File: src/alu3_params.svh
// Constants shared by the three-operand integer unit.
`ifndef ALU3_PARAMS_SVH
`define ALU3_PARAMS_SVH

// ****************************************************************
// Widths
// ****************************************************************
`define ALU3_XLEN 64
`define ALU3_WLEN 32
`define ALU3_IDX_W 5
`define ALU3_OP_W 4
`define ALU3_WORD_MSB 31
`define ALU3_DWORD_MSB 63

// ****************************************************************
// Reset values and timing
// ****************************************************************
`define ALU3_RST_DATA 64'h0000_0000_0000_0000
`define ALU3_RST_IDX 5'h00
`define ALU3_LATENCY 1

`endif

File: src/alu3_pkg.sv
// Types of the three-operand integer unit.
`include "alu3_params.svh"

package alu3_pkg;

	// ****************************************************************
	// Operation codes
	// ****************************************************************
	typedef enum logic [`ALU3_OP_W-1:0] {
		op_sum32_trap = 4'h0,
		op_sum32_wrap = 4'h1,
		op_diff32_trap = 4'h2,
		op_diff32_wrap = 4'h3,
		op_less_than_signed = 4'h4,
		op_less_than_unsigned = 4'h5,
		op_bitwise_conj = 4'h6,
		op_bitwise_disj = 4'h7,
		op_bitwise_exclusive = 4'h8,
		op_bitwise_not_any = 4'h9,
		op_wide_sum_trap = 4'ha,
		op_wide_sum_wrap = 4'hb,
		op_wide_diff_trap = 4'hc,
		op_wide_diff_wrap = 4'hd
	} alu3_op_t;

	// ****************************************************************
	// Registered state of the unit
	// ****************************************************************
	typedef struct packed {
		logic wb_valid;
		logic [`ALU3_IDX_W-1:0] wb_index;
		logic [`ALU3_XLEN-1:0] wb_data;
		logic ovf_exc;
		logic [`ALU3_IDX_W-1:0] exc_index;
	} alu3_state_t;

endpackage : alu3_pkg

File: src/alu3_unit.sv
// Three-operand integer execution unit with writeback and overflow exception.
//
// Contract
// - 32-bit sum forms add both sources and write the sum to the destination.
// - Trapping 32-bit sum and difference raise overflow on two's complement overflow.
// - Wrapping 32-bit forms never raise overflow and write the wrapped result.
// - In 64-bit mode 32-bit results are sign extended from bit 31.
// - 32-bit difference forms subtract source b from source a and write it.
// - Signed less-than writes 1 when source a is smaller, else 0.
// - Unsigned less-than writes 1 when source a is smaller, else 0.
// - Conjunction writes the bitwise and of both sources.
// - Disjunction writes the bitwise or of both sources.
// - Exclusive writes the bitwise exclusive or of both sources.
// - Not-any writes the inverted bitwise or of both sources.
// - Wide sum forms write the 64-bit sum of both sources.
// - Trapping wide forms raise overflow on 64-bit two's complement overflow.
// - Wrapping wide forms never raise overflow and write the wrapped result.
// - Wide difference forms subtract source b from source a, 64 bits.
`timescale 1ns/1ps
`include "alu3_params.svh"

module alu3_unit import alu3_pkg::*; (
	input logic mclk,
	input logic resetn,
	input logic ce,
	input logic mode64,
	input logic issue_valid,
	input alu3_op_t issue_op,
	input logic [`ALU3_IDX_W-1:0] operand_a_index,
	input logic [`ALU3_IDX_W-1:0] operand_b_index,
	input logic [`ALU3_IDX_W-1:0] dest_index,
	output logic [`ALU3_IDX_W-1:0] rf_a_index,
	output logic [`ALU3_IDX_W-1:0] rf_b_index,
	input logic [`ALU3_XLEN-1:0] rf_a_data,
	input logic [`ALU3_XLEN-1:0] rf_b_data,
	output logic wb_valid,
	output logic [`ALU3_IDX_W-1:0] wb_index,
	output logic [`ALU3_XLEN-1:0] wb_data,
	output logic ovf_exc,
	output logic [`ALU3_IDX_W-1:0] exc_index
);

	// ****************************************************************
	// Helpers
	// ****************************************************************
	function automatic logic [`ALU3_XLEN-1:0] word_to_reg(input logic [`ALU3_WLEN-1:0] w,
		input logic wide_mode);
		word_to_reg = {(wide_mode ? {`ALU3_WLEN{w[`ALU3_WORD_MSB]}} : {`ALU3_WLEN{1'b0}}), w};
	endfunction : word_to_reg

	function automatic logic is_word_arith(input alu3_op_t op);
		is_word_arith = (op == op_sum32_trap) || (op == op_sum32_wrap) ||
			(op == op_diff32_trap) || (op == op_diff32_wrap);
	endfunction : is_word_arith

	function automatic logic is_wrap_arith(input alu3_op_t op);
		is_wrap_arith = (op == op_sum32_wrap) || (op == op_diff32_wrap) ||
			(op == op_wide_sum_wrap) || (op == op_wide_diff_wrap);
	endfunction : is_wrap_arith

	// ****************************************************************
	// Register file reads
	// ****************************************************************
	// The file is read asynchronously, so source data belongs to the issuing cycle.
	assign rf_a_index = operand_a_index;
	assign rf_b_index = operand_b_index;

	// ****************************************************************
	// Datapath
	// ****************************************************************
	logic sub_sel;
	logic [`ALU3_XLEN-1:0] add_result;
	logic [`ALU3_XLEN-1:0] logic_result;
	logic add_ovf_word;
	logic add_ovf_dword;
	logic add_lt_s;
	logic add_lt_u;

	always_comb begin
		case (issue_op)
			op_diff32_trap, op_diff32_wrap, op_wide_diff_trap, op_wide_diff_wrap,
			op_less_than_signed, op_less_than_unsigned: sub_sel = 1'b1;
			default: sub_sel = 1'b0;
		endcase
	end

	alu3_adder u_adder (
		.a(rf_a_data),
		.b(rf_b_data),
		.sub(sub_sel),
		.result(add_result),
		.ovf_word(add_ovf_word),
		.ovf_dword(add_ovf_dword),
		.lt_signed(add_lt_s),
		.lt_unsigned(add_lt_u)
	);

	alu3_logic u_logic (
		.a(rf_a_data),
		.b(rf_b_data),
		.op(issue_op),
		.result(logic_result)
	);

	// ****************************************************************
	// Result selection and writeback state
	// ****************************************************************
	alu3_state_t state_r;
	alu3_state_t state_nxt;
	logic [`ALU3_XLEN-1:0] res_sel;
	logic trap_hit;
	logic op_known;

	always_comb begin
		res_sel = `ALU3_RST_DATA;
		trap_hit = 1'b0;
		op_known = 1'b1;
		case (issue_op)
			op_sum32_trap, op_diff32_trap: begin
				res_sel = word_to_reg(add_result[`ALU3_WLEN-1:0], mode64);
				trap_hit = add_ovf_word;
			end
			op_sum32_wrap, op_diff32_wrap: begin
				res_sel = word_to_reg(add_result[`ALU3_WLEN-1:0], mode64);
			end
			op_less_than_signed: res_sel = {{(`ALU3_XLEN-1){1'b0}}, add_lt_s};
			op_less_than_unsigned: res_sel = {{(`ALU3_XLEN-1){1'b0}}, add_lt_u};
			op_bitwise_conj, op_bitwise_disj, op_bitwise_exclusive,
			op_bitwise_not_any: res_sel = logic_result;
			op_wide_sum_trap, op_wide_diff_trap: begin
				res_sel = add_result;
				trap_hit = add_ovf_dword;
			end
			op_wide_sum_wrap, op_wide_diff_wrap: res_sel = add_result;
			default: op_known = 1'b0;
		endcase
	end

	always_comb begin
		state_nxt = state_r;
		state_nxt.wb_valid = 1'b0;
		state_nxt.ovf_exc = 1'b0;
		if (issue_valid && op_known) begin
			if (trap_hit) begin
				// A trapped result must not reach the file, so only the exception fires.
				state_nxt.ovf_exc = 1'b1;
				state_nxt.exc_index = dest_index;
			end else begin
				state_nxt.wb_valid = 1'b1;
				state_nxt.wb_index = dest_index;
				state_nxt.wb_data = res_sel;
			end
		end
	end

	always_ff @(posedge mclk or negedge resetn) begin
		if (!resetn) begin
			state_r <= '{wb_valid: 1'b0, wb_index: `ALU3_RST_IDX, wb_data: `ALU3_RST_DATA,
				ovf_exc: 1'b0, exc_index: `ALU3_RST_IDX};
		end else if (ce) begin
			// A pulse stretches while ce is low; writing the same word twice is harmless.
			state_r <= state_nxt;
		end
	end

	assign wb_valid = state_r.wb_valid;
	assign wb_index = state_r.wb_index;
	assign wb_data = state_r.wb_data;
	assign ovf_exc = state_r.ovf_exc;
	assign exc_index = state_r.exc_index;

	// ****************************************************************
	// Checks
	// ****************************************************************
	logic [`ALU3_WLEN-1:0] a32_w;
	logic [`ALU3_WLEN-1:0] b32_w;
	logic [`ALU3_WLEN:0] ref_sum33_w;
	logic [`ALU3_WLEN:0] ref_diff33_w;
	logic [`ALU3_XLEN:0] ref_sum65_w;
	logic [`ALU3_XLEN:0] ref_diff65_w;
	logic ref_ovf_w;
	logic go_w;

	assign a32_w = rf_a_data[`ALU3_WLEN-1:0];
	assign b32_w = rf_b_data[`ALU3_WLEN-1:0];
	assign ref_sum33_w = {a32_w[`ALU3_WORD_MSB], a32_w} + {b32_w[`ALU3_WORD_MSB], b32_w};
	assign ref_diff33_w = {a32_w[`ALU3_WORD_MSB], a32_w} - {b32_w[`ALU3_WORD_MSB], b32_w};
	assign ref_sum65_w = {rf_a_data[`ALU3_DWORD_MSB], rf_a_data} +
		{rf_b_data[`ALU3_DWORD_MSB], rf_b_data};
	assign ref_diff65_w = {rf_a_data[`ALU3_DWORD_MSB], rf_a_data} -
		{rf_b_data[`ALU3_DWORD_MSB], rf_b_data};
	assign go_w = issue_valid && ce;

	always_comb begin
		case (issue_op)
			op_sum32_trap: ref_ovf_w = ref_sum33_w[`ALU3_WLEN] != ref_sum33_w[`ALU3_WORD_MSB];
			op_diff32_trap: ref_ovf_w = ref_diff33_w[`ALU3_WLEN] != ref_diff33_w[`ALU3_WORD_MSB];
			op_wide_sum_trap: ref_ovf_w = ref_sum65_w[`ALU3_XLEN] != ref_sum65_w[`ALU3_DWORD_MSB];
			op_wide_diff_trap: ref_ovf_w =
				ref_diff65_w[`ALU3_XLEN] != ref_diff65_w[`ALU3_DWORD_MSB];
			default: ref_ovf_w = 1'b0;
		endcase
	end
endmodule : alu3_unit

File: src/alu3_adder.sv
// Shared 64-bit adder and subtractor with overflow and compare flags.
`timescale 1ns/1ps
`include "alu3_params.svh"

module alu3_adder import alu3_pkg::*; (
	input logic [`ALU3_XLEN-1:0] a,
	input logic [`ALU3_XLEN-1:0] b,
	input logic sub,
	output logic [`ALU3_XLEN-1:0] result,
	output logic ovf_word,
	output logic ovf_dword,
	output logic lt_signed,
	output logic lt_unsigned
);

	// ****************************************************************
	// Two's complement overflow of one sign position
	// ****************************************************************
	function automatic logic ovf_at(input logic a_msb, input logic b_msb,
		input logic r_msb, input logic is_sub);
		logic b_eff;
		b_eff = b_msb ^ is_sub;
		ovf_at = (a_msb == b_eff) && (r_msb != a_msb);
	endfunction : ovf_at

	logic [`ALU3_XLEN:0] full;
	logic [`ALU3_XLEN-1:0] b_eff;

	// One carry chain serves both widths; the low word of the sum never depends on upper bits.
	always_comb begin
		b_eff = sub ? ~b : b;
		full = {1'b0, a} + {1'b0, b_eff} + {{`ALU3_XLEN{1'b0}}, sub};
		result = full[`ALU3_XLEN-1:0];
		ovf_word = ovf_at(a[`ALU3_WORD_MSB], b[`ALU3_WORD_MSB], result[`ALU3_WORD_MSB], sub);
		ovf_dword = ovf_at(a[`ALU3_DWORD_MSB], b[`ALU3_DWORD_MSB], result[`ALU3_DWORD_MSB], sub);
		lt_unsigned = ~full[`ALU3_XLEN];
		lt_signed = (a[`ALU3_DWORD_MSB] != b[`ALU3_DWORD_MSB]) ? a[`ALU3_DWORD_MSB] :
			result[`ALU3_DWORD_MSB];
	end

endmodule : alu3_adder

File: src/alu3_logic.sv
// Bitwise operations of the three-operand integer unit.
`timescale 1ns/1ps
`include "alu3_params.svh"

module alu3_logic import alu3_pkg::*; (
	input logic [`ALU3_XLEN-1:0] a,
	input logic [`ALU3_XLEN-1:0] b,
	input alu3_op_t op,
	output logic [`ALU3_XLEN-1:0] result
);

	always_comb begin
		case (op)
			op_bitwise_conj: result = a & b;
			op_bitwise_disj: result = a | b;
			op_bitwise_exclusive: result = a ^ b;
			op_bitwise_not_any: result = ~(a | b);
			default: result = `ALU3_RST_DATA;
		endcase
	end

endmodule : alu3_logic

File: config.mk
export PLATFORM = sky130hd
export DESIGN_NAME = alu3_unit
export DESIGN_NICKNAME = d
export VERILOG_FILES = /design/src/alu3_pkg.sv /design/src/alu3_unit.sv /design/src/alu3_adder.sv /design/src/alu3_logic.sv
export VERILOG_INCLUDE_DIRS = /design/src
export SDC_FILE = /design/constraint.sdc
export NUM_CORES = 1
export LEC_CHECK = 0
export BUFFER_PORTS_ARGS = -buffer_cell sky130_fd_sc_hd__buf_2
export CORE_MARGIN = 4
export CORE_UTILIZATION = 45
export DETAILED_ROUTE_END_ITERATION = 16
export MAX_ROUTING_LAYER = met4
export PLACE_DENSITY = 0.7
export SLEW_MARGIN = 15
export SYNTH_ARGS = -nofsm -noshare
export SYNTH_HDL_FRONTEND = slang
export SYNTH_SLANG_ARGS = --single-unit
File: constraint.sdc
create_clock -name mclk -period 0.8 [get_ports mclk]
set_clock_uncertainty 0.05 [all_clocks]
set_input_delay 0.04 -clock mclk [delete_from_list [all_inputs] [get_ports mclk]]
set_output_delay 0.04 -clock mclk [all_outputs]
set_load 0.1 [all_outputs]
# Word level (Yosys, flattened, before mapping)
# Index checks and enable logic that the tools add are counted.
# word_totals
regBits	76
output_inout_bits	86
inputBits	152
word_cells	58
# op_classes
bitwise	9
eq_ne	18
mux	11
addsub	2
n_reduce_logical	13
# op_table
op	n
$pmux 64 s5	1
$pmux 64 s4	1
$not 64->64	2
$mux 76	1
$mux 70	1
$add 64x64->65	1
$add 65x1->65	1
$and 64x64->64	1
$mux 64	1
$or 64x64->64	1
$xor 64x64->64	1
$mux 32	1
$eq 4x4->1 const B	6
$eq 4x3->1 const B	4
$reduce_or 14->1	1
$reduce_or 4->1	3
$eq 4x2->1 const B	2
$mux 6	1
$reduce_and 3->1	2
$reduce_or 6->1	1
$eq 4x1->1 const B	1
$logic_not 4->1	1
$reduce_or 2->1	2
$logic_and 1x1->1	3
6 further kinds	13

# Longest topological paths before layout
# logic_depth
word_depth	11
ltp_mapped	18
mapped_depth_nobuf	14

# Modules after synthesis
# A second synthesis with hierarchy kept.
# hier_totals
hier_cells	1677
area_unflattened_um2	13745.7
# modules_own_cells
mod	instances	seq_area_each_um2	area_per_inst_um2	cells_each
alu3_unit	1	1901.8	5261.3	519
alu3_adder	1	0.0	4580.6	666
alu3_logic	1	0.0	3903.7	492

# Worst setup path after synthesis
# OpenSTA, ideal clock, no wires.
# synth_path
kind	input port to flip-flop
startpoint	in issue_op[1]
endpoint	reg state_r (netlist bit wb_data[1])
arrival_ns	4.176
n_path_buf	5
slack_ns	-3.552
path_stages	18
required_time_ns	0.624
setup_time_ns	0.126
cell_sequence	buf_2 -> nor3b_1 -> nor2_1 -> clkbuf_1 -> xnor2_1 -> ha_1 -> buf_2 -> nand2_1 -> or3_1 -> or3b_4 -> o2111ai_2 -> nand4_2 -> a31o_1 -> a31o_4 -> nor2_8 -> buf_12 -> buf_12 -> mux2_4
# synth_via
elab_chain_len	11
word_cells_on_any_way	40
cone_classes	2 x add/sub; 17 x eq/ne; 6 x mux; 3 x bitwise; 12 x reduce/logical
# synth_lines
item	line	source
start: declaration	alu3_unit.sv:28	input alu3_op_t issue_op,
$eq 4x4->1 (tied with other cells)	alu3_unit.sv:80, alu3_unit.sv:118	
$reduce_or 6->1	alu3_unit.sv:80	case (issue_op)
$mux 1	alu3_unit.sv:80	
$mux 64	alu3_adder.sv:31	b_eff = sub ? ~b : b;
$add 64x64->65	alu3_adder.sv:32	full = {1'b0, a} + {1'b0, b_eff} + {{`ALU3_XLEN{1'b0}}, sub};
$add 65x1->65	alu3_adder.sv:32	
$ne 1x1->1	alu3_adder.sv:23	ovf_at = (a_msb == b_eff) && (r_msb != a_msb);
$logic_and 1x1->1	alu3_adder.sv:23	
$pmux 1 s2	alu3_unit.sv:118	case (issue_op)
$not 1->1 (no source line)	--	
$reduce_and 3->1 (no source line)	--	
end signal: assignment	alu3_unit.sv:158	state_r <= '{wb_valid: 1'b0, wb_index: `ALU3_RST_IDX, wb_data: `ALU3_RST_DATA,
end signal: assignment	alu3_unit.sv:162	state_r <= state_nxt;
end: declaration	alu3_unit.sv:108	alu3_state_t state_r;
# Parallel ways exist; a longest one is shown, timed or not.
# A chain may end at the register's enable or synchronous reset.

# Final worst setup path
# layout_path
startpoint	in issue_op[2]
endpoint	reg state_r (netlist bit wb_data[0])
# The elaborated chain is that of the path after synthesis.

==> results by group <==
Worst setup path
  • CP Class: in2reg
  • Worst setup SP type: input pin
  • Worst-path maximum fanout: 8
  • Worst EP arrival: 3.77 ns
  • Critical Path RT: 0.98 ns
  • CP endpoint kind: register

Drt
  • Iteration-0 DRC Markers: 1118
  • Residual DRC: 0
  • Post-route ant nets: 0
  • DR WL/cell: 19.5 µm
  • First drt pass iteration count: 5
  • Drt total wl: 49000 µm
  • Via Count: 14508
  • Vias per cell: 5.76

Synth
  • Post-synth cell types: 73
  • Async SR Flop Fraction: 100%
  • Top FF cell, synth: dfrtp_1
  • Syn Area/Cell: 8.05 µm²
  • Post-synth EDFFs: 0
  • Syn nets: 1868
  • Seq/Total Area, Yosys: 15.5%
  • Yosys reg bits: 76
  • Post-synthesis instance area: 12300 µm²
  • Cells after Synth: 1524
  • Warnings from Yosys: 0

Timing
  • Final min period: 3.59 ns
  • Max-slew headroom: 62.2%
  • Final Hold Violating Endpoints: 0
  • Final setup fails: 152
  • Fmax: 0.279 GHz
  • Max Slew Vio Count: 0
  • Final WS setup: -2.79 ns
  • Tcrit/Tclk final: 448%
  • Worst slew pin tran: 0.563 ns
  • RSZ-0062 raised after global routing: true

Status
  • Failing checks: negative setup slack
  • Outcome: finished, violations left

Cells and area
  • Area growth, synth to finish: 62.9%
  • Leading cell types in the layout, fill and taps excluded: 425 x buf_4, 191 x ha_1, 157 x inv_1, 136 x buf_2, 130 x nand2_1
  • Non-Filler Cell Area, Final: 20000 µm²
  • Area taken by multi-input logic gates: 9710 µm²
  • Post-Layout Cell Count: 2517
  • Register Area: 1990 µm²
  • Commonest non-fill, non-tap cell in the layout: buf_4
  • Filler cells: 1903
  • Layout Nets: 2512
  • Layout cell share with drive strength beyond 1: 43.9%

Floorplanning
  • Die height: 173 µm
  • Die Span X: 173 µm
  • IO Count: 238
  • Core Footprint: 26900 µm²
  • # rows: 60
  • Full die area: 30000 µm²
  • Starting Density: 45.7%

Power and ir drop
  • Power share of the combinational group: 76.0%
  • PwrDens: 2400 nW/µm²
  • Internal: 24900 µW
  • Max IR drop VDD: 2.60 mV
  • Sw frac: 48.2%
  • Seq pwr share: 13.7%
  • Leakage: 0.00998 µW
  • P_sw: 23100 µW
  • Clock Power Share: 10.3%

Global route
  • Global Route Usage Sum: 31.1%
  • Antenna violations before repair: 3
  • Total congestion overflow: 0
  • Largest net degree at the start of global routing: 40
  • First-pass GRT wire length: 75400 µm
  • Vias in the first global route: 14642

Clock network
  • Clk sinks: 76
  • Clk slew on worst S/H paths: 0.07 ns
  • CTS Root Cell: clkbuf_16
  • Clock Tree Buf Depth: 2
  • Later-pin clock latency in the skew report: 0.35 ns
  • Num CTS Buffers: 9
  • CTS tree: yes
  • H-tree Lvls: 3

Placed design
  • Gpl congestion: 0.971
  • Dpl cells: 2456
  • DP HPWL: 37000 µm
  • Port Buffer Count: 217
  • Cell area after placement: 18400 µm²

Worst hold path
  • HP Class: in2async

Flow run
  • # Max-Cap Violations: 0
## cells by family (layout without fill, tap and decap cells)
kind of cell	after synthesis	count (layout)	share of synthesized area, %
other	0	3	0
AOI/OAI and AO/OA	480	480	28.1
xor gates and xnor gates	109	109	7.78
buffers and inverters	275	924	9.28
adders and majority gates	192	192	19.6
and+or+nand+nor	315	315	12.4
DFF	76	76	15.5
muxes	77	77	7.26
## synth_stat cells (32+ instances only)
| library cell | number | area [µm²] |
|---|---|---|
| a21o_1 | 34 | 255 |
| inv_1 | 157 | 589 |
| a22oi_1 | 32 | 240 |
| xnor2_1 | 87 | 762 |
| a21oi_1 | 99 | 495 |
| clkbuf_1 | 78 | 293 |
| o21ai_0 | 59 | 295 |
| ha_1 | 191 | 2390 |
| dfrtp_1 | 76 | 1900 |
| mux2_2 | 64 | 721 |
| o221ai_1 | 45 | 394 |
| nor2_1 | 48 | 180 |
| nand2_1 | 130 | 488 |
| o211ai_1 | 52 | 390 |
## metrics by stage
stage                     utilization, %  hold slack, ns  total power (µW)  setup WS (ns)  setup TNS, ns
after floorplan                        -          -0.306             24700          -2.93        -218.26
after global placement              68.5          -0.142             39400          -3.30        -228.71
after detailed placement            68.5          -0.136             39800          -3.26        -233.65
after CTS                           71.9          0.0307             46200          -2.71        -226.67
after global routing                74.4          0.0301             49900          -2.87        -242.18
final                               74.4          0.0300             47900          -2.79        -232.79
## flip-flops by register name, summed over array words and instances (netlist names)
signal	count
wb_data	64
exc_index	5
wb_index	5
ovf_exc	1
wb_valid	1
## critical path, stage by stage
cell       delay, ns
buf_8           0.10
nor3b_4         0.24
nor2_4          0.10
buf_12          0.16
xnor2_2         0.13
ha_1            0.31
buf_6           0.11
inv_2           0.02
or3_4           0.40
or3b_4          0.44
o2111ai_4       0.30
nand4_4         0.15
a31o_1          0.24
a31o_4          0.24
nor2_8          0.11
buf_12          0.18
clkbuf_16       0.18
mux2_4          0.30
## power by group through the flow
stage	Sequential [µW]	Clock, µW	Combinational (µW)
after floorplan	16000	0	8770
final	6580	4940	36400
after CTS	6440	4970	34800
after detailed placement	6290	0	33600
after global routing	6710	5120	38000
after global placement	6230	0	33200
## path summary, 6_finish.rpt
kind | slack, ns | to | from | depth (start not counted)
worst max register to register | -0.19 | wb_data[52] | wb_data[52] | 2
worst max-delay path | -2.79 | wb_data[0] | issue_op[2] | 18
worst min register to register | 0.48 | wb_data[21] | wb_data[21] | 1
worst min-delay path | 0.03 | wb_data[60] | resetn | 2
max in group asynchronous | 0.15 | wb_data[19] | resetn | 3
min in group mclk | 0.03 | rf_a_index[3] | operand_a_index[3] | 0
## routing by layer
layer	track usage [%]	routed length, µm	share of wire (%)	vias up
li1	-	-	-	6852
met1	39.7	21300	43	6936
met2	51.9	23300	48	589
met3	3.21	2850	5.8	131
met4	10.2	1550	3.2	0
met5	-	0	0	-
## area by class of cell
type | instances | area share [%]
Clock buffer | 11 | 1.21
Sequential cell | 76 | 9.94
Antenna cell | 3 | 0.0376
Inverter | 158 | 2.97
Clock inverter | 5 | 0.426
Timing Repair Buffer | 750 | 34.7
Tap cell | 341 | 2.13
Multi-Input combinational cell | 1173 | 48.6
## timing repair
item / 4_1_cts / 5_1_grt
endpoints found under the setup margin: 152 / 152
buffers inserted: 12 / 16
resized for setup: 86 / 101
hold endpoints to repair: 88 / 0
cloned: 2 / 8
pin swaps: 0 / 15
hold buffers: 7 / 0
No activity file was read; power rests on OpenSTA's default activity.
